--- src/design/ckss_consts.svh ---
`ifndef CKSS_CONSTS_SVH
`define CKSS_CONSTS_SVH

// Fuse codes, a fuse bit reads 1 when unprogrammed
`define CKSS_CKSEL_RC128K    4'h3
`define CKSS_CKSEL_RCCAL     4'h2
`define CKSS_CKSEL_RESERVED  4'h1
`define CKSS_CKSEL_EXT       4'h0
`define CKSS_RANGE_FULLSWING 3'h3
`define CKSS_RANGE_LOWFREQ   3'h2
`define CKSS_RANGE_RC        3'h1
`define CKSS_RANGE_EXT       3'h0

// Factory defaults
`define CKSS_DEF_CKSEL       4'h2
`define CKSS_DEF_SUT         2'h2
`define CKSS_DEF_DIV8        1'h0

// Watchdog oscillator cycles of the time-out delay
`define CKSS_TOUT_NONE_CYC   17'h00000
`define CKSS_TOUT_SHORT_CYC  17'h00200
`define CKSS_TOUT_LONG_CYC   17'h02000

// Selected oscillator cycles of the start-up count
`define CKSS_OSC_EXT_CYC     17'h00006
`define CKSS_OSC_258_CYC     17'h00102
`define CKSS_OSC_1K_CYC      17'h00400
`define CKSS_OSC_16K_CYC     17'h04000
`define CKSS_OSC_32K_CYC     17'h08000
`define CKSS_RESET_EXTRA_CYC 17'h0000E

// Register port
`define CKSS_CNT_W           17
`define CKSS_ADDR_STATUS     2'h0
`define CKSS_ADDR_FUSES      2'h1
`define CKSS_ADDR_CONTROL    2'h2
`define CKSS_CTRL_CPU_HALT   0
`define CKSS_CTRL_CONV_RUN   1
`define CKSS_CTRL_ASY_RUN    2
`define CKSS_CTRL_RESET      3'h4

`endif

--- src/design/ckss_pkg.sv ---
package ckss_pkg;

	typedef enum logic [2:0] {
		CKSS_SRC_EXT       = 3'h0,
		CKSS_SRC_RESERVED  = 3'h1,
		CKSS_SRC_RC_CAL    = 3'h2,
		CKSS_SRC_RC_128K   = 3'h3,
		CKSS_SRC_LOWFREQ   = 3'h4,
		CKSS_SRC_FULLSWING = 3'h5,
		CKSS_SRC_LOWPOWER  = 3'h6
	} ckss_source_e;

	typedef enum logic [2:0] {
		CKSS_ST_HOLD    = 3'h0,
		CKSS_ST_TIMEOUT = 3'h1,
		CKSS_ST_STARTUP = 3'h3,
		CKSS_ST_RUN     = 3'h2,
		CKSS_ST_SLEEP   = 3'h6,
		CKSS_ST_WAKE    = 3'h7
	} ckss_state_e;

	typedef enum logic [1:0] {
		CKSS_TOUT_NONE  = 2'h0,
		CKSS_TOUT_SHORT = 2'h1,
		CKSS_TOUT_LONG  = 2'h2
	} ckss_tout_e;

endpackage : ckss_pkg

--- src/design/ckss_sequencer.sv ---
// Our own choices: the placing of the registers and the address-and-strobe port.
`timescale 1ns/100ps
`include "ckss_consts.svh"

module ckss_sequencer #(
	parameter int unsigned TOUT_LONG_CYC = `CKSS_TOUT_LONG_CYC,
	parameter int unsigned OSC_16K_CYC   = `CKSS_OSC_16K_CYC,
	parameter int unsigned OSC_32K_CYC   = `CKSS_OSC_32K_CYC
) (
	input  wire logic                        clock,
	input  wire logic                        rst,
	input  wire logic                        device_reset_in,
	input  wire logic [3:0]                  clock_source_select,
	input  wire logic [1:0]                  startup_time_select,
	input  wire logic                        divide_by_eight_fuse,
	input  wire logic                        wdt_osc_pin,
	input  wire logic                        sel_osc_pin,
	input  wire logic                        sleep_enter,
	input  wire logic                        wake_event,
	input  wire logic [1:0]                  reg_addr,
	input  wire logic [7:0]                  reg_wdata,
	input  wire logic                        reg_write,
	input  wire logic                        reg_read,
	output logic      [7:0]                  reg_rdata,
	output logic                             internal_reset,
	output logic                             cpu_clock_enable,
	output logic                             flash_interface_clock_enable,
	output logic                             async_timer_clock_enable,
	output logic                             converter_clock_enable,
	output logic                             divide_by_eight,
	output ckss_pkg::ckss_source_e           clock_source,
	output logic      [2:0]                  oscillator_range_select,
	output logic                             config_reserved
);

	localparam logic [`CKSS_CNT_W-1:0] LONG_CYC = `CKSS_CNT_W'(TOUT_LONG_CYC);
	localparam logic [`CKSS_CNT_W-1:0] C16K_CYC = `CKSS_CNT_W'(OSC_16K_CYC);
	localparam logic [`CKSS_CNT_W-1:0] C32K_CYC = `CKSS_CNT_W'(OSC_32K_CYC);

	logic [3:0]                   fuse_cksel;
	logic [1:0]                   fuse_sut;
	logic                         fuse_div8;
	logic [2:0]                   control;
	ckss_pkg::ckss_state_e        state;
	ckss_pkg::ckss_state_e        next_state;
	ckss_pkg::ckss_source_e       next_source;
	ckss_pkg::ckss_tout_e         tout_sel;
	logic [`CKSS_CNT_W-1:0]       osc_cycles;
	logic [`CKSS_CNT_W-1:0]       tout_cycles;
	logic [`CKSS_CNT_W-1:0]       reset_cycles;
	logic                         next_reserved;
	logic [`CKSS_CNT_W-1:0]       wdt_count;
	logic [`CKSS_CNT_W-1:0]       osc_count;
	logic                         wdt_clear;
	logic                         osc_clear;
	logic                         tout_done;
	logic                         count_done;
	logic                         in_reset_phase;
	logic                         next_cpu_en;
	logic [7:0]                   next_rdata;

	// latch fuses during reset
	// Plain clocked capture, an async reset may only load constants
	always_ff @(posedge clock or posedge rst) begin
		if (rst) begin
			fuse_cksel <= `CKSS_DEF_CKSEL;
			fuse_sut   <= `CKSS_DEF_SUT;
			fuse_div8  <= `CKSS_DEF_DIV8;
		end else if (device_reset_in) begin
			fuse_cksel <= clock_source_select;
			fuse_sut   <= startup_time_select;
			fuse_div8  <= divide_by_eight_fuse;
		end
	end

	always_comb begin
		next_source = ckss_pkg::CKSS_SRC_RC_CAL;
		if (fuse_cksel[3]) begin
			next_source = ckss_pkg::CKSS_SRC_LOWPOWER;
		end else begin
			case (fuse_cksel[3:1])
				`CKSS_RANGE_FULLSWING: next_source = ckss_pkg::CKSS_SRC_FULLSWING;
				`CKSS_RANGE_LOWFREQ:   next_source = ckss_pkg::CKSS_SRC_LOWFREQ;
				default: begin
					case (fuse_cksel)
						`CKSS_CKSEL_RC128K:   next_source = ckss_pkg::CKSS_SRC_RC_128K;
						`CKSS_CKSEL_RCCAL:    next_source = ckss_pkg::CKSS_SRC_RC_CAL;
						`CKSS_CKSEL_RESERVED: next_source = ckss_pkg::CKSS_SRC_RESERVED;
						default:              next_source = ckss_pkg::CKSS_SRC_EXT;
					endcase
				end
			endcase
		end
	end

	// Start-up count and time-out per source
	always_comb begin
		osc_cycles    = `CKSS_OSC_EXT_CYC;
		tout_sel      = ckss_pkg::CKSS_TOUT_LONG;
		next_reserved = 1'h0;
		case (next_source)
			ckss_pkg::CKSS_SRC_LOWPOWER,
			ckss_pkg::CKSS_SRC_FULLSWING: begin
				case ({fuse_cksel[0], fuse_sut})
					3'h0: begin
						osc_cycles = `CKSS_OSC_258_CYC;
						tout_sel   = ckss_pkg::CKSS_TOUT_SHORT;
					end
					3'h1: begin
						osc_cycles = `CKSS_OSC_258_CYC;
						tout_sel   = ckss_pkg::CKSS_TOUT_LONG;
					end
					3'h2: begin
						osc_cycles = `CKSS_OSC_1K_CYC;
						tout_sel   = ckss_pkg::CKSS_TOUT_NONE;
					end
					3'h3: begin
						osc_cycles = `CKSS_OSC_1K_CYC;
						tout_sel   = ckss_pkg::CKSS_TOUT_SHORT;
					end
					3'h4: begin
						osc_cycles = `CKSS_OSC_1K_CYC;
						tout_sel   = ckss_pkg::CKSS_TOUT_LONG;
					end
					3'h5: begin
						osc_cycles = C16K_CYC;
						tout_sel   = ckss_pkg::CKSS_TOUT_NONE;
					end
					3'h6: begin
						osc_cycles = C16K_CYC;
						tout_sel   = ckss_pkg::CKSS_TOUT_SHORT;
					end
					default: begin
						osc_cycles = C16K_CYC;
						tout_sel   = ckss_pkg::CKSS_TOUT_LONG;
					end
				endcase
			end
			ckss_pkg::CKSS_SRC_LOWFREQ: begin
				// longest count for a watch crystal
				osc_cycles = fuse_cksel[0] ? C32K_CYC : `CKSS_OSC_1K_CYC;
				case (fuse_sut)
					2'h0:    tout_sel = ckss_pkg::CKSS_TOUT_NONE;
					2'h1:    tout_sel = ckss_pkg::CKSS_TOUT_SHORT;
					2'h2:    tout_sel = ckss_pkg::CKSS_TOUT_LONG;
					default: begin
						// Reserved: safest, longest wait
						tout_sel      = ckss_pkg::CKSS_TOUT_LONG;
						osc_cycles    = C32K_CYC;
						next_reserved = 1'h1;
					end
				endcase
			end
			default: begin
				osc_cycles    = `CKSS_OSC_EXT_CYC;
				next_reserved = (next_source == ckss_pkg::CKSS_SRC_RESERVED);
				case (fuse_sut)
					2'h0:    tout_sel = ckss_pkg::CKSS_TOUT_NONE;
					2'h1:    tout_sel = ckss_pkg::CKSS_TOUT_SHORT;
					default: tout_sel = ckss_pkg::CKSS_TOUT_LONG;
				endcase
			end
		endcase
	end

	always_comb begin
		case (tout_sel)
			ckss_pkg::CKSS_TOUT_NONE:  tout_cycles = `CKSS_TOUT_NONE_CYC;
			ckss_pkg::CKSS_TOUT_SHORT: tout_cycles = `CKSS_TOUT_SHORT_CYC;
			default:                   tout_cycles = LONG_CYC;
		endcase
	end

	assign reset_cycles = osc_cycles + `CKSS_RESET_EXTRA_CYC;

	// delay counted on the watchdog oscillator
	ckss_edge_counter u_wdt_counter (
		.clock   (clock),
		.rst     (rst),
		.osc_pin (wdt_osc_pin),
		.clear   (wdt_clear),
		.count   (wdt_count)
	);

	// synchronous count of the selected oscillator
	ckss_edge_counter u_osc_counter (
		.clock   (clock),
		.rst     (rst),
		.osc_pin (sel_osc_pin),
		.clear   (osc_clear),
		.count   (osc_count)
	);

	assign wdt_clear = (state != ckss_pkg::CKSS_ST_TIMEOUT);
	assign osc_clear = (state != ckss_pkg::CKSS_ST_STARTUP) && (state != ckss_pkg::CKSS_ST_WAKE);
	assign tout_done = (wdt_count >= tout_cycles);

	// reset path counts extra cycles, wake path does not
	assign count_done = (state == ckss_pkg::CKSS_ST_WAKE) ? (osc_count >= osc_cycles)
	                                                      : (osc_count >= reset_cycles);

	// Any reset source overrides every state
	always_comb begin
		next_state = state;
		if (device_reset_in) begin
			next_state = ckss_pkg::CKSS_ST_HOLD;
		end else begin
			case (state)
				ckss_pkg::CKSS_ST_HOLD: begin
					// zero delay trusts the brown-out detector
					if (tout_sel == ckss_pkg::CKSS_TOUT_NONE) begin
						next_state = ckss_pkg::CKSS_ST_STARTUP;
					end else begin
						next_state = ckss_pkg::CKSS_ST_TIMEOUT;
					end
				end
				ckss_pkg::CKSS_ST_TIMEOUT: begin
					if (tout_done) begin
						next_state = ckss_pkg::CKSS_ST_STARTUP;
					end
				end
				ckss_pkg::CKSS_ST_STARTUP: begin
					if (count_done) begin
						next_state = ckss_pkg::CKSS_ST_RUN;
					end
				end
				ckss_pkg::CKSS_ST_RUN: begin
					if (sleep_enter) begin
						next_state = ckss_pkg::CKSS_ST_SLEEP;
					end
				end
				ckss_pkg::CKSS_ST_SLEEP: begin
					if (wake_event) begin
						next_state = ckss_pkg::CKSS_ST_WAKE;
					end
				end
				ckss_pkg::CKSS_ST_WAKE: begin
					if (count_done) begin
						next_state = ckss_pkg::CKSS_ST_RUN;
					end
				end
				default: next_state = ckss_pkg::CKSS_ST_HOLD;
			endcase
		end
	end

	always_ff @(posedge clock or posedge rst) begin
		if (rst) begin
			state <= ckss_pkg::CKSS_ST_HOLD;
		end else begin
			state <= next_state;
		end
	end

	// Software clock controls, read back at their address
	always_ff @(posedge clock or posedge rst) begin
		if (rst) begin
			control <= `CKSS_CTRL_RESET;
		end else if (reg_write && reg_addr == `CKSS_ADDR_CONTROL) begin
			control <= reg_wdata[2:0];
		end
	end

	assign in_reset_phase = (next_state == ckss_pkg::CKSS_ST_HOLD) ||
	                        (next_state == ckss_pkg::CKSS_ST_TIMEOUT) ||
	                        (next_state == ckss_pkg::CKSS_ST_STARTUP);
	assign next_cpu_en    = (next_state == ckss_pkg::CKSS_ST_RUN) && !control[`CKSS_CTRL_CPU_HALT];

	// Outputs from flops fed from next_state, except async_timer_clock_enable from control, so they change in the same cycle as the state
	always_ff @(posedge clock or posedge rst) begin
		if (rst) begin
			internal_reset               <= 1'h1;
			cpu_clock_enable             <= 1'h0;
			flash_interface_clock_enable <= 1'h0;
			async_timer_clock_enable     <= 1'h0;
			converter_clock_enable       <= 1'h0;
		end else begin
			internal_reset               <= in_reset_phase;
			cpu_clock_enable             <= next_cpu_en;
			flash_interface_clock_enable <= next_cpu_en;
			async_timer_clock_enable     <= control[`CKSS_CTRL_ASY_RUN];
			// runs while the CPU is halted
			converter_clock_enable       <= control[`CKSS_CTRL_CONV_RUN] && !in_reset_phase;
		end
	end

	// Source decode registered for the clock generator
	always_ff @(posedge clock or posedge rst) begin
		if (rst) begin
			clock_source            <= ckss_pkg::CKSS_SRC_RC_CAL;
			oscillator_range_select <= 3'h0;
			config_reserved         <= 1'h0;
			divide_by_eight         <= 1'h1;
		end else begin
			clock_source            <= next_source;
			// range mode for the low-power crystal
			oscillator_range_select <= fuse_cksel[3] ? fuse_cksel[3:1] : 3'h0;
			config_reserved         <= next_reserved;
			divide_by_eight         <= !fuse_div8;
		end
	end

	// Unmapped or idle reads return zero
	always_comb begin
		next_rdata = 8'h00;
		if (reg_read) begin
			case (reg_addr)
				`CKSS_ADDR_STATUS:  next_rdata = {config_reserved, clock_source, internal_reset, state};
				`CKSS_ADDR_FUSES:   next_rdata = {1'h0, fuse_div8, fuse_sut, fuse_cksel};
				`CKSS_ADDR_CONTROL: next_rdata = {5'h00, control};
				default:            next_rdata = 8'h00;
			endcase
		end
	end

	always_ff @(posedge clock or posedge rst) begin
		if (rst) begin
			reg_rdata <= 8'h00;
		end else begin
			reg_rdata <= next_rdata;
		end
	end

endmodule : ckss_sequencer

--- src/design/ckss_edge_counter.sv ---
`timescale 1ns/100ps
`include "ckss_consts.svh"

module ckss_edge_counter (
	input  wire logic                    clock,
	input  wire logic                    rst,
	input  wire logic                    osc_pin,
	input  wire logic                    clear,
	output logic      [`CKSS_CNT_W-1:0]  count
);

	logic sync1;
	logic sync2;
	logic sync3;
	logic level;

	// Pin from a foreign oscillator, three stages
	always_ff @(posedge clock or posedge rst) begin
		if (rst) begin
			sync1 <= 1'h0;
			sync2 <= 1'h0;
			sync3 <= 1'h0;
		end else begin
			sync1 <= osc_pin;
			sync2 <= sync1;
			sync3 <= sync2;
		end
	end

	// Level changes only once stages two and three agree
	always_ff @(posedge clock or posedge rst) begin
		if (rst) begin
			level <= 1'h0;
		end else if (sync2 == sync3) begin
			level <= sync3;
		end
	end

	// Synchronous count of rising edges, saturates
	always_ff @(posedge clock or posedge rst) begin
		if (rst) begin
			count <= '0;
		end else if (clear) begin
			count <= '0;
		end else if (sync2 == sync3 && sync3 && !level && count != '1) begin
			count <= count + `CKSS_CNT_W'(1);
		end
	end

endmodule : ckss_edge_counter

--- config.mk ---
export PLATFORM = sky130hd
export DESIGN_NAME = ckss_sequencer
export DESIGN_NICKNAME = d
export VERILOG_FILES = /design/src/design/ckss_pkg.sv /design/src/design/ckss_sequencer.sv /design/src/design/ckss_edge_counter.sv
export VERILOG_INCLUDE_DIRS = /design/src /design/src/design
export SDC_FILE = /design/constraint.sdc
export NUM_CORES = 1
export LEC_CHECK = 0
export ABC_AREA = 1
export BUFFER_PORTS_ARGS = -buffer_cell sky130_fd_sc_hd__buf_2
export CORE_ASPECT_RATIO = 1.1
export CORE_MARGIN = 5
export CORE_UTILIZATION = 45
export CTS_CLUSTER_DIAMETER = 150
export DETAILED_ROUTE_END_ITERATION = 7
export GPL_TIMING_DRIVEN = 0
export HOLD_SLACK_MARGIN = 0.12
export REMOVE_ABC_BUFFERS = 1
export SKIP_CTS_REPAIR_TIMING = 1
export SLEW_MARGIN = 10
export SYNTH_ARGS = -nofsm -noshare
export SYNTH_HDL_FRONTEND = slang
export SYNTH_SLANG_ARGS = --single-unit
export TNS_END_PERCENT = 100
--- constraint.sdc ---
create_clock -name clock -period 2.9 [get_ports clock]
set_input_delay 0.145 -clock clock [delete_from_list [all_inputs] [get_ports clock]]
set_output_delay 0.145 -clock clock [all_outputs]
set_load 0.05 [all_outputs]
* After elaboration in Yosys (flattened, before gate mapping)
Cells that the tools add are included.
** Operators by class
- Order comparisons :: 3
- Equality and inequality tests :: 35
- $add $sub $neg :: 3
- Mux-type cells :: 28
- Reduce and logical (&&, ||, !) cells :: 32
** Operators by type and width (number)
- two-way mux 17 bit :: 4
- >= comparator 17 bit :: 3
- adder 17 x 1 -> 17 bit (second input constant) :: 2
- inequality test 17 bit (second input constant) :: 2
- case mux 17 bit (2 select lines) :: 1
- two-way mux 16 bit :: 2
- case mux 15 bit (2 select lines) :: 1
- case mux 14 bit (2 select lines) :: 1
- == test 3 x 2 -> 1 bit (second input constant) :: 8
- == test 3 bit (second input constant) :: 8
- case mux 8 bit (3 select lines) :: 1
- two-way mux 3 bit :: 7
- adder 17 x 4 -> 17 bit (second input constant) :: 1
- case mux 3 bit (5 select lines) :: 1
- == test 3 x 1 -> 1 bit (second input constant) :: 4
- logical AND 1 bit :: 10
- zero test 3 bit :: 3
- OR reduction 3 bit :: 3
- == test 4 x 2 -> 1 bit (second input constant) :: 2
- two-way mux 8 bit :: 1
- case mux 2 bit (2 select lines) :: 2
- OR reduction 2 bit :: 4
- == test 2 x 1 -> 1 bit (second input constant) :: 3
- zero test 2 bit :: 3
- other kinds (14) :: 24
** Storage, ports and cells
- Register bits :: 75
- Logic and storage cells :: 125
- Bits of input ports :: 26

* Depth between registers and ports, before layout
Gate-level depths: netlist (run 1).
- Depth in word-level cells :: 18
- Gate-level depth with buffers :: 21

* Hierarchy
A second synthesis (run 1) with hierarchy kept.
** Unflattened totals
- Cell total of the unflattened synthesis :: 565
- Area total of the unflattened synthesis :: 4271.6 um^2
** Modules (own cells, without submodules)
- ckss_sequencer :: cells each 279, area an instance 2003.2 um^2, times used 1, seq. area each 833.3 um^2
- ckss_edge_counter at u_osc_counter :: cells each 143, area an instance 1143.6 um^2, times used 1, seq. area each 525.5 um^2
- ckss_edge_counter at u_wdt_counter :: cells each 143, area an instance 1124.8 um^2, times used 1, seq. area each 525.5 um^2

* Worst setup path after synthesis (run 1)
No wires, ideal clock.
- Path type :: reg2reg
- From :: register fuse_cksel[1]
- To :: register converter_clock_enable
- Arrival :: 2.471 ns
- Path buffers :: 0
- Slack :: 0.352 ns
- Library setup time :: 0.077 ns
- Stages on the path, launching flop included :: 20
- Path through :: dfstp_2 inv_1 o21ai_2 inv_1 a21oi_1 inv_1 or2_2 ha_1 inv_1 nor2_1 nand2_1 nor2_1 nand2_1 nand2_1 nor2_1 nor2_1 nand2_1 nand2_2 nand3_1 a21oi_1
** Between the ends
- Longest elaborated chain between the ends :: 18
- Elaborated cells on any way between the ends :: 34
- Those cells by class :: 1 x add/sub; 3 x order compare; 11 x eq/ne; 12 x mux; 7 x reduce/logical
** Ends and longest elaborated chain
- start: declaration :: RTL line ckss_sequencer.sv:40 : logic [3:0] fuse_cksel;
- start signal: assignment :: RTL line ckss_sequencer.sv:66 : fuse_cksel <= `CKSS_DEF_CKSEL;
- start signal: assignment :: RTL line ckss_sequencer.sv:70 : fuse_cksel <= clock_source_select;
- == test 4 x 1 -> 1 bit / == test 4 x 2 -> 1 bit (equally long branches) :: RTL line ckss_sequencer.sv:85 : case (fuse_cksel)
- case mux 2 bit (3 select lines) :: RTL line ckss_sequencer.sv:85
- case mux 3 bit (2 select lines) (*) :: RTL line ckss_sequencer.sv:81 : case (fuse_cksel[3:1])
- two-way mux 3 bit (*) :: RTL line ckss_sequencer.sv:78 : if (fuse_cksel[3]) begin
- == test 3 bit :: RTL line ckss_sequencer.sv:101 : case (next_source)
- OR reduction 2 bit :: RTL line ckss_sequencer.sv:101
- case mux 17 bit (2 select lines) / two-way mux 2 bit (equally long branches)
- adder 17 x 4 -> 17 bit (no source line) (tied with other cells)
- [... 2 more ...]
- two-way mux 3 bit (on tied branches) :: RTL line ckss_sequencer.sv:223, ckss_sequencer.sv:238, ckss_sequencer.sv:218
- case mux 3 bit (5 select lines) (*) :: RTL line ckss_sequencer.sv:208 : case (state)
- two-way mux 3 bit (*) :: RTL line ckss_sequencer.sv:205 : if (device_reset_in) begin
- == test 3 x 1 -> 1 bit / zero test 3 bit (equally long branches) :: RTL line ckss_sequencer.sv:265, ckss_sequencer.sv:264
- logical OR 1 bit :: RTL line ckss_sequencer.sv:264 : assign in_reset_phase = (next_state == ckss_pkg::CKSS_ST_HOLD) ||
- logical OR 1 bit (*) :: RTL line ckss_sequencer.sv:265 : (next_state == ckss_pkg::CKSS_ST_TIMEOUT) ||
- zero test 1 bit (*) :: RTL line ckss_sequencer.sv:283 : converter_clock_enable <= control[`CKSS_CTRL_CONV_RUN] && !in_reset_phase;
- logical AND 1 bit (*) :: RTL line ckss_sequencer.sv:283
- end signal: assignment :: RTL line ckss_sequencer.sv:283
- end: declaration :: RTL line ckss_sequencer.sv:29 : output logic converter_clock_enable,
Mark *: on every way between the ends. The rest lies on a longest branch, timed or not.
A chain may end at the register's enable or synchronous reset.

* Worst setup path after layout (run 1)
Ends and elaborated chain as after synthesis.

==> reports/summary.txt, run 1 <==
status: completed
largest family of logic cells by synthesized area: simple AND/OR/NAND/NOR gates
ys flop type: dfrtp_1
adder-cell share of the synthesized area: 5.95%
Worst R2R Path Depth: 19
overall die width: 99.8 um
Core Area: 0.00878 mm2
Post-Route WL: 8840 um
GRT Overall Usage: 17.0%
Worst-path clk slew: 0.08 ns
Required @ worst endpoint: 3.19 ns
Setup-failing EPs final: 0
Worst VDD drop: 374 uV
Worst setup SP type: register
Post-Synth Simple-Gate Area: 26.7%
final net count: 609
r2r setup slk: 0.21 ns
EDFF count, synth: 0
Synth top area share: 43.2%
IO buf count: 41
initial antenna violation count: 0
Lkg Pwr: 2.44 nW
Synth area leaders: dfrtp_1, nand2_1, inv_1
Max Clock Skew: 0.0118 ns
post-synth top area cell: dfrtp_1
Syn Std Cell Area: 0.00400 mm2
RR Startpoint: fuse_cksel[1]$_DFFE_PP1P_
die height: 109 um
power share of the clock group: 37.4%
layout cell share with drive strength beyond 1: 18.1%
Max H-tree Level: 3
CTS tree: done
vias in the first global route: 3,263
largest net degree at the start of global routing: 56
initial detailed-routing violation count: 105
sequential element share of the synthesized area: 47.2%
worst slack at placement: -0.0736 ns
DR WL/cell: 12.9 um
post-synthesis mux area share: 0.846%
Netlist cell types: 39
Hold EP: fuse_sut[1]$_DFFE_PP1P_
Final WS setup: 0.211 ns
Cells after DPL: 650
global-route wire length before repair: 14,600 um
Slew headroom: 44.4%
cell area after layout: 0.00479 mm2
Combinational Power Share: 18.2%
Synth Register Bits: 75
hpwl dp: 6510 um
Max Freq: 0.372 GHz
ANT cells: 0
sequential group share of total power: 44.4%
period utilisation layout: 92.7%
mean post-synth cell area: 8.02 um2
CTS Buffer Depth: 2
internal power: 0.00183 W
Fin. Hold Viols: 0
antenna-violating nets left: 0
Overflow after GRT: 0
Initial Utilization: 45.5%
total power: 0.00260 W
yosys warns: 0
first-pass detailed-route iteration total: 4
DRC: 0
GP Congestion: 0.792
hold crit path type: in2reg
most common cell in the netlist: nand2_1
clk_lat worst skew: 0.35 ns
area delta synth->final: 20.0%
power per standard cell area: 541 mW/mm2
Layout Cells excl Fill: 683
Synth Instances: 498
CP endpoint kind: register
CTS Buf Count: 9
Synth Area in Compound Gates: 10.4%
clock sinks: 75
top cells by count, synth: nand2_1, inv_1, dfrtp_1
die area: 0.0109 mm2
beginning of the worst hold path: device_reset_in
Worst-Margin Slew: 0.829 ns
placed standard-cell area: 0.00435 mm2
Row Count: 36
sw power: 0.000763 W
Root Driver: clkbuf_8
min Tclk post-route: 2.69 ns
critical path class: reg2reg
Final Util: 54.6%
Max-cap violations: 0
Synth Area in XOR/XNOR: 0%
boundary pin count: 47
ys async rst share: 100%
final slew viol count: 0
Worst EP arrival: 2.98 ns
via count: 3,393
Switching Fraction: 29.4%
unrepaired setup endpoints after global routing: false
maximum fanout along the worst path: 4
vias per cell: 4.97
worst hold stages: 3
reg2reg end: converter_clock_enable$_DFF_PP0_
[through the flow]
| stage | hold WS [ns] | TNS [ns] |
|---|---|---|
| after floorplan | 0.176 | 0 |
| after global placement | 0.254 | -7.27 |
| after detailed placement | 0.130 | -0.0814 |
| after CTS | -0.254 | -0.100 |
| after global routing | 0.177 | 0 |
| final | 0.150 | 0 |
[logic make-up (layout without fill, tap and decap cells)]
kind of cell	count (synthesis)	count (layout)
buf+inv	93	164
simple gates	232	232
flops	75	75
compound gates	76	76
mux	3	3
fa+ha+maj	19	19
[critical path, cell delays in order, from the launching register on]
cell and delay, ns:
dfstp_2 0.58, inv_2 0.07, o21ai_4 0.17, inv_2 0.07, a21oi_2 0.13, inv_1 0.07, or2_4 0.24, ha_4 0.27
inv_1 0.03, nor2_1 0.07, nand2_1 0.09, nor2_1 0.13, nand2_1 0.07, nand2_1 0.08, nor2_1 0.05, nor2_1 0.08
nand2_1 0.08, nand2_2 0.11, nand3_2 0.09, a21oi_2 0.15
[routing by layer]
layer | global-route usage (%) | vias to the layer above | routed length (um)
li1 | - | 1740 | -
met1 | 21.1 | 1603 | 3960
met2 | 28.7 | 39 | 4460
met3 | 3.65 | 11 | 268
met4 | 6.83 | 0 | 149
met5 | 0 | - | 0
[final cells by class]
cell class	count	area, um2
repair buffers	59	395
multi-input cells	330	1790
inverters	89	337
clock buffers	10	128
fillers	851	3990
clock inverters	6	113
well taps	114	143
flip-flops and latches	75	1880
[how the worst max path moves through the flow]
| stage | from | end | slack, ns |
|---|---|---|---|
| 2_1_floorplan | fuse_cksel[1]$_DFFE_PP1P_ | converter_clock_enable$_DFF_PP0_ | 0.35 |
| 6_report | fuse_cksel[1]$_DFFE_PP1P_ | converter_clock_enable$_DFF_PP0_ | 0.21 |
| 3_3_place_gp | rst | oscillator_range_select[0]$_DFF_PP0_ | -0.11 |
| 3_5_place_dp | fuse_cksel[1]$_DFFE_PP1P_ | converter_clock_enable$_DFF_PP0_ | -0.07 |
| 5_1_grt | fuse_cksel[1]$_DFFE_PP1P_ | converter_clock_enable$_DFF_PP0_ | 0.002 |
| 4_1_cts | fuse_cksel[1]$_DFFE_PP1P_ | converter_clock_enable$_DFF_PP0_ | -0.08 |
[sequential cells by signal (all words and copies together) (netlist names), 2 cells and up]
register,flops
clock_source,3
control,3
fuse_cksel,4
fuse_sut,2
oscillator_range_select,3
reg_rdata,8
state,3
u_osc_counter.count,17
u_wdt_counter.count,17
[power groups by stage]
stage | clock network [W] | registers [W] | logic (W)
global placement | 0 | 0.00117 | 0.000430
floorplan | 0 | 0.00126 | 0.000226
detailed placement | 0 | 0.00117 | 0.000445
CTS | 0.000997 | 0.00115 | 0.000445
global route | 0.00104 | 0.00116 | 0.000528
finish | 0.000970 | 0.00115 | 0.000473
[cell usage in the layout, fill, tap and decap left out, types with 6 or more instances in the layout]
master	synthesis	layout
inv_1	83	80
inv_2	6	8
nand2_1	107	107
buf_2	1	41
ha_1	19	18
a21oi_1	37	35
dfstp_2	6	6
dlygate4sd3_1	0	14
nand4_1	6	6
clkbuf_8	0	9
o21ai_0	25	25
nand3_1	34	33
nor2_2	5	6
nor3_1	11	11
dfrtp_1	69	69
nor2_1	52	51
Note: power is estimated with default switching activity, not from simulation.
==> run 2, diff against run 1 <==
CORE_ASPECT_RATIO = not set   (was 1.1)
CORE_UTILIZATION = 58   (was 45)
PLACE_DENSITY = 0.79   (was not set)
==> reports/summary.txt, run 2 (synthesis results as in run 1) <==
ANT cells: 0
CTS Buf Count: 9
period utilisation layout: 93.2%
overall die width: 93.0 um
hold crit path type: in2reg
boundary pin count: 47
Final Util: 70.3%
Max Freq: 0.370 GHz
Cells after DPL: 616
die height: 93.0 um
status: completed
maximum fanout along the worst path: 4
vias per cell: 5.33
unrepaired setup endpoints after global routing: false
Worst setup SP type: register
antenna-violating nets left: 0
DRC: 0
final slew viol count: 0
Required @ worst endpoint: 3.18 ns
commonest cells after routing, fill and taps aside: nand2_1, inv_1, dfrtp_1
total power: 0.00259 W
via count: 3,458
Worst EP arrival: 2.98 ns
Final WS setup: 0.196 ns
worst slack at placement: 0.0206 ns
most common cell after layout, fill and taps aside: nand2_1
Max Clock Skew: 0.00549 ns
DR WL/cell: 13.3 um
Worst-Margin Slew: 0.787 ns
r2r setup slk: 0.20 ns
CTS Buffer Depth: 2
Slew headroom: 47.2%
Layout fillers: 536
Lkg Pwr: 2.44 nW
area delta synth->final: 18.8%
register area: 0.00188 mm2
initial detailed-routing violation count: 199
IO buf count: 41
largest net degree at the start of global routing: 51
Max H-tree Level: 3
GRT Overall Usage: 20.8%
Initial Utilization: 59.1%
Fin. Hold Viols: 0
Row Count: 30
Overflow after GRT: 0
Setup-failing EPs final: 0
die area: 0.00865 mm2
power per standard cell area: 545 mW/mm2
Top Registers: u_osc_counter.count (17), u_wdt_counter.count (17), reg_rdata (8)
clk_lat worst skew: 0.35 ns
clock sinks: 75
CP endpoint kind: register
Worst VDD drop: 352 uV
critical path class: reg2reg
GP Congestion: 0.860
Max-cap violations: 0
Min Hold Slack: 0.164 ns
area taken by multi-input logic gates: 0.00179 mm2
first-pass detailed-route iteration total: 5
Core Area: 0.00676 mm2
Worst-path clk slew: 0.08 ns
final net count: 609
initial antenna violation count: 0
layout cell share with drive strength beyond 1: 18.1%
vias in the first global route: 3,370
Layout Cells excl Fill: 649
min Tclk post-route: 2.70 ns
hpwl dp: 6170 um
global-route wire length before repair: 14,500 um
Post-Route WL: 8620 um
Root Driver: clkbuf_8
CTS tree: done
RR Startpoint: fuse_cksel[1]$_DFFE_PP1P_
beginning of the worst hold path: reg_addr[0]
Setup crit start: fuse_cksel[1]$_DFFE_PP1P_
==> run 2: per-stage QoR <==
step / TNS (ns) / cell area (um2)
CTS: -0.00631 / 4550
finish: 0 / 4750
floorplan: 0 / 3980
detailed placement: 0 / 4310
global placement: 0 / 4280
global route: 0 / 4750
==> run 2: path summary, 6_finish.rpt <==
path                                                       endpoint  cells past startpoint
min in group asynchronous       u_osc_counter.count[16]$_DFFE_PP0P_                      3
worst max register to register     converter_clock_enable$_DFF_PP0_                     19
worst min-delay path                         reg_rdata[7]$_DFF_PP0_                      4
worst min register to register        u_wdt_counter.sync2$_DFF_PP0_                      0
max in group asynchronous                 divide_by_eight$_DFF_PP1_                      4
worst max-delay path               converter_clock_enable$_DFF_PP0_                     19
==> run 2: report_power, final <==
group,internal [W],switching (W)
Clock,0.000570,0.000401
Combinational,0.000144,0.000323
Sequential,0.00111,0.0000413
Total,0.00182,0.000765
==> run 2: cell type report <==
cell class              instances  share of cell area [%]
well taps                      80                    2.11
clock inverters                 7                    2.45
repair buffers                 59                    8.33
multi-input cells             330                    37.7
inverters                      89                    7.09
flip-flops and latches         75                    39.7
clock buffers                   9                    2.61
==> run 2: per-layer routing <==
layer	global-route usage, %	part of all wire, %	vias up
met5	0	0	-
li1	-	-	1736
met3	4.75	4.4	18
met2	36.8	52	92
met4	9.40	1.8	0
met1	24.0	42	1612
==> run 2: worst max-delay path, cell delays in order (launching register included) <==
cell and delay (ns):
dfstp_2 0.55, inv_1 0.08, o21ai_4 0.17, inv_2 0.08
a21oi_2 0.12, inv_1 0.07, or2_2 0.30, ha_4 0.28
inv_1 0.03, nor2_1 0.08, nand2_1 0.09, nor2_2 0.11
nand2_1 0.06, nand2_1 0.09, nor2_1 0.05, nor2_1 0.08
nand2_1 0.08, nand2_2 0.10, nand3_2 0.08, a21oi_1 0.15
==> run 3, diff against run 2 <==
==> constraint.sdc (replaced) <==
create_clock -name clock -period 2.9 [get_ports clock]
set_input_delay 0.29 -clock clock [delete_from_list [all_inputs] [get_ports clock]]
set_output_delay 0.29 -clock clock [all_outputs]
set_load 0.05 [all_outputs]
==> reports/summary.txt, run 3 (synthesis results as in run 1) <==
status: completed
unrepaired setup endpoints after global routing: false
commonest cells after routing, fill and taps aside: nand2_1, inv_1, dfrtp_1
clk_lat worst skew: 0.35 ns
maximum fanout along the worst path: 4
worst slack at placement: 0.0206 ns
period utilisation layout: 93.4%
Required @ worst endpoint: 3.17 ns
critical path class: reg2reg
DR WL/cell: 13.3 um
worst hold stages: 3
cell area after layout: 0.00464 mm2
first-pass detailed-route iteration total: 5
power per standard cell area: 555 mW/mm2
DRC: 0
Max H-tree Level: 3
final slew viol count: 0
vias per cell: 5.41
Max Clock Skew: 0.00637 ns
hold crit path type: in2reg
Slew headroom: 47.1%
Setup crit start: fuse_cksel[1]$_DFFE_PP1P_
CP endpoint kind: register
Core Area: 0.00676 mm2
reg2reg end: converter_clock_enable$_DFF_PP0_
IO buf count: 41
CTS tree: done
die height: 93.0 um
Switching Fraction: 29.6%
Worst-path clk slew: 0.08 ns
area delta synth->final: 16.1%
Max Freq: 0.369 GHz
Lkg Pwr: 2.40 nW
via count: 3,452
Cells after DPL: 616
placed standard-cell area: 0.00431 mm2
Post-Route WL: 8500 um
final net count: 598
GP Congestion: 0.860
CTS Buffer Depth: 2
Final Util: 68.6%
clock sinks: 75
total power: 0.00258 W
sw power: 0.000761 W
GRT Overall Usage: 20.8%
ANT cells: 0
initial antenna violation count: 0
Worst-Margin Slew: 0.789 ns
Final WS setup: 0.191 ns
power share of the clock group: 37.6%
min Tclk post-route: 2.71 ns
RR Startpoint: fuse_cksel[1]$_DFFE_PP1P_
Worst R2R Path Depth: 19
Top Registers: u_osc_counter.count (17), u_wdt_counter.count (17), reg_rdata (8)
sequential group share of total power: 44.7%
boundary pin count: 47
Combinational Power Share: 17.7%
r2r setup slk: 0.19 ns
die area: 0.00865 mm2
Fin. Hold Viols: 0
largest net degree at the start of global routing: 51
Worst VDD drop: 352 uV
Worst setup SP type: register
Initial Utilization: 59.1%
Row Count: 30
global-route wire length before repair: 14,500 um
Layout fillers: 554
vias in the first global route: 3,370
antenna-violating nets left: 0
Max-cap violations: 0
beginning of the worst hold path: divide_by_eight_fuse
Root Driver: clkbuf_8
internal power: 0.00181 W
Hold EP: fuse_div8$_DFFE_PP0P_
Overflow after GRT: 0
layout cell share with drive strength beyond 1: 18.5%
most common cell after layout, fill and taps aside: nand2_1
CTS Buf Count: 9
overall die width: 93.0 um
Setup-failing EPs final: 0
Worst EP arrival: 2.98 ns
hpwl dp: 6170 um
Layout Cells excl Fill: 638
initial detailed-routing violation count: 195
run 3: changes by cell type in the layout (fill, tap and decap cells not counted), sizes merged:
cell,delta
dlygate4sd3,-11
run 3: power groups by stage:
| stage | Sequential, W | Clock (W) | Combinational (W) |
|---|---|---|---|
| 6_report | 0.00115 | 0.000969 | 0.000455 |
| 5_1_grt | 0.00116 | 0.00103 | 0.000506 |
| 4_1_cts | 0.00115 | 0.000983 | 0.000440 |
| 3_5_place_dp | 0.00117 | 0 | 0.000436 |
| 3_3_place_gp | 0.00117 | 0 | 0.000421 |
| 2_1_floorplan | 0.00126 | 0 | 0.000226 |
run 3: stage by stage:
stage | hold slack, ns | TNS, ns
4_1_cts | -0.0890 | -0.00631
6_report | 0.156 | 0
3_5_place_dp | 0.295 | 0
2_1_floorplan | 0.321 | 0
5_1_grt | 0.155 | 0
3_3_place_gp | 0.334 | -8.51
run 3: worst max path at each step:
| stage | slack [ns] | to | cells after the start |
|---|---|---|---|
| global route | 0.01 | converter_clock_enable$_DFF_PP0_ | 19 |
| global placement | -0.13 | reg_rdata[2]$_DFF_PP0_ | 2 |
| detailed placement | 0.02 | converter_clock_enable$_DFF_PP0_ | 19 |
| CTS | -0.006 | converter_clock_enable$_DFF_PP0_ | 19 |
| finish | 0.19 | converter_clock_enable$_DFF_PP0_ | 19 |
| floorplan | 0.35 | converter_clock_enable$_DFF_PP0_ | 19 |
run 3: routing by layer:
| layer | GRT usage, % | wire length, um | vias to the layer above |
|---|---|---|---|
| met5 | 0 | 0 | - |
| met1 | 24.0 | 3590 | 1616 |
| met4 | 9.40 | 153 | 0 |
| met2 | 36.8 | 4340 | 101 |
| met3 | 4.75 | 420 | 18 |
| li1 | - | - | 1717 |
run 3: cell type report:
class / instances / area, um2 / share of cell area (%)
Multi-Input combinational cell: 330 / 1790 / 38.6
Clock inverter: 7 / 116 / 2.51
Clock buffer: 9 / 124 / 2.67
Timing Repair Buffer: 48 / 285 / 6.15
Inverter: 89 / 337 / 7.26
Tap cell: 80 / 100 / 2.16
Sequential cell: 75 / 1880 / 40.6
run 3: critical path: stages, from the launching register on:
cell     delay, ns
dfstp_2       0.55
inv_1         0.08
o21ai_4       0.17
inv_2         0.08
a21oi_2       0.12
inv_1         0.07
or2_2         0.30
ha_4          0.28
inv_1         0.03
nor2_1        0.08
nand2_1       0.10
nor2_2        0.12
nor2_1        0.05
nand2_1       0.09
nor2_1        0.04
nor2_1        0.08
nand2_1       0.08
nand2_2       0.10
nand3_2       0.08
a21oi_1       0.15
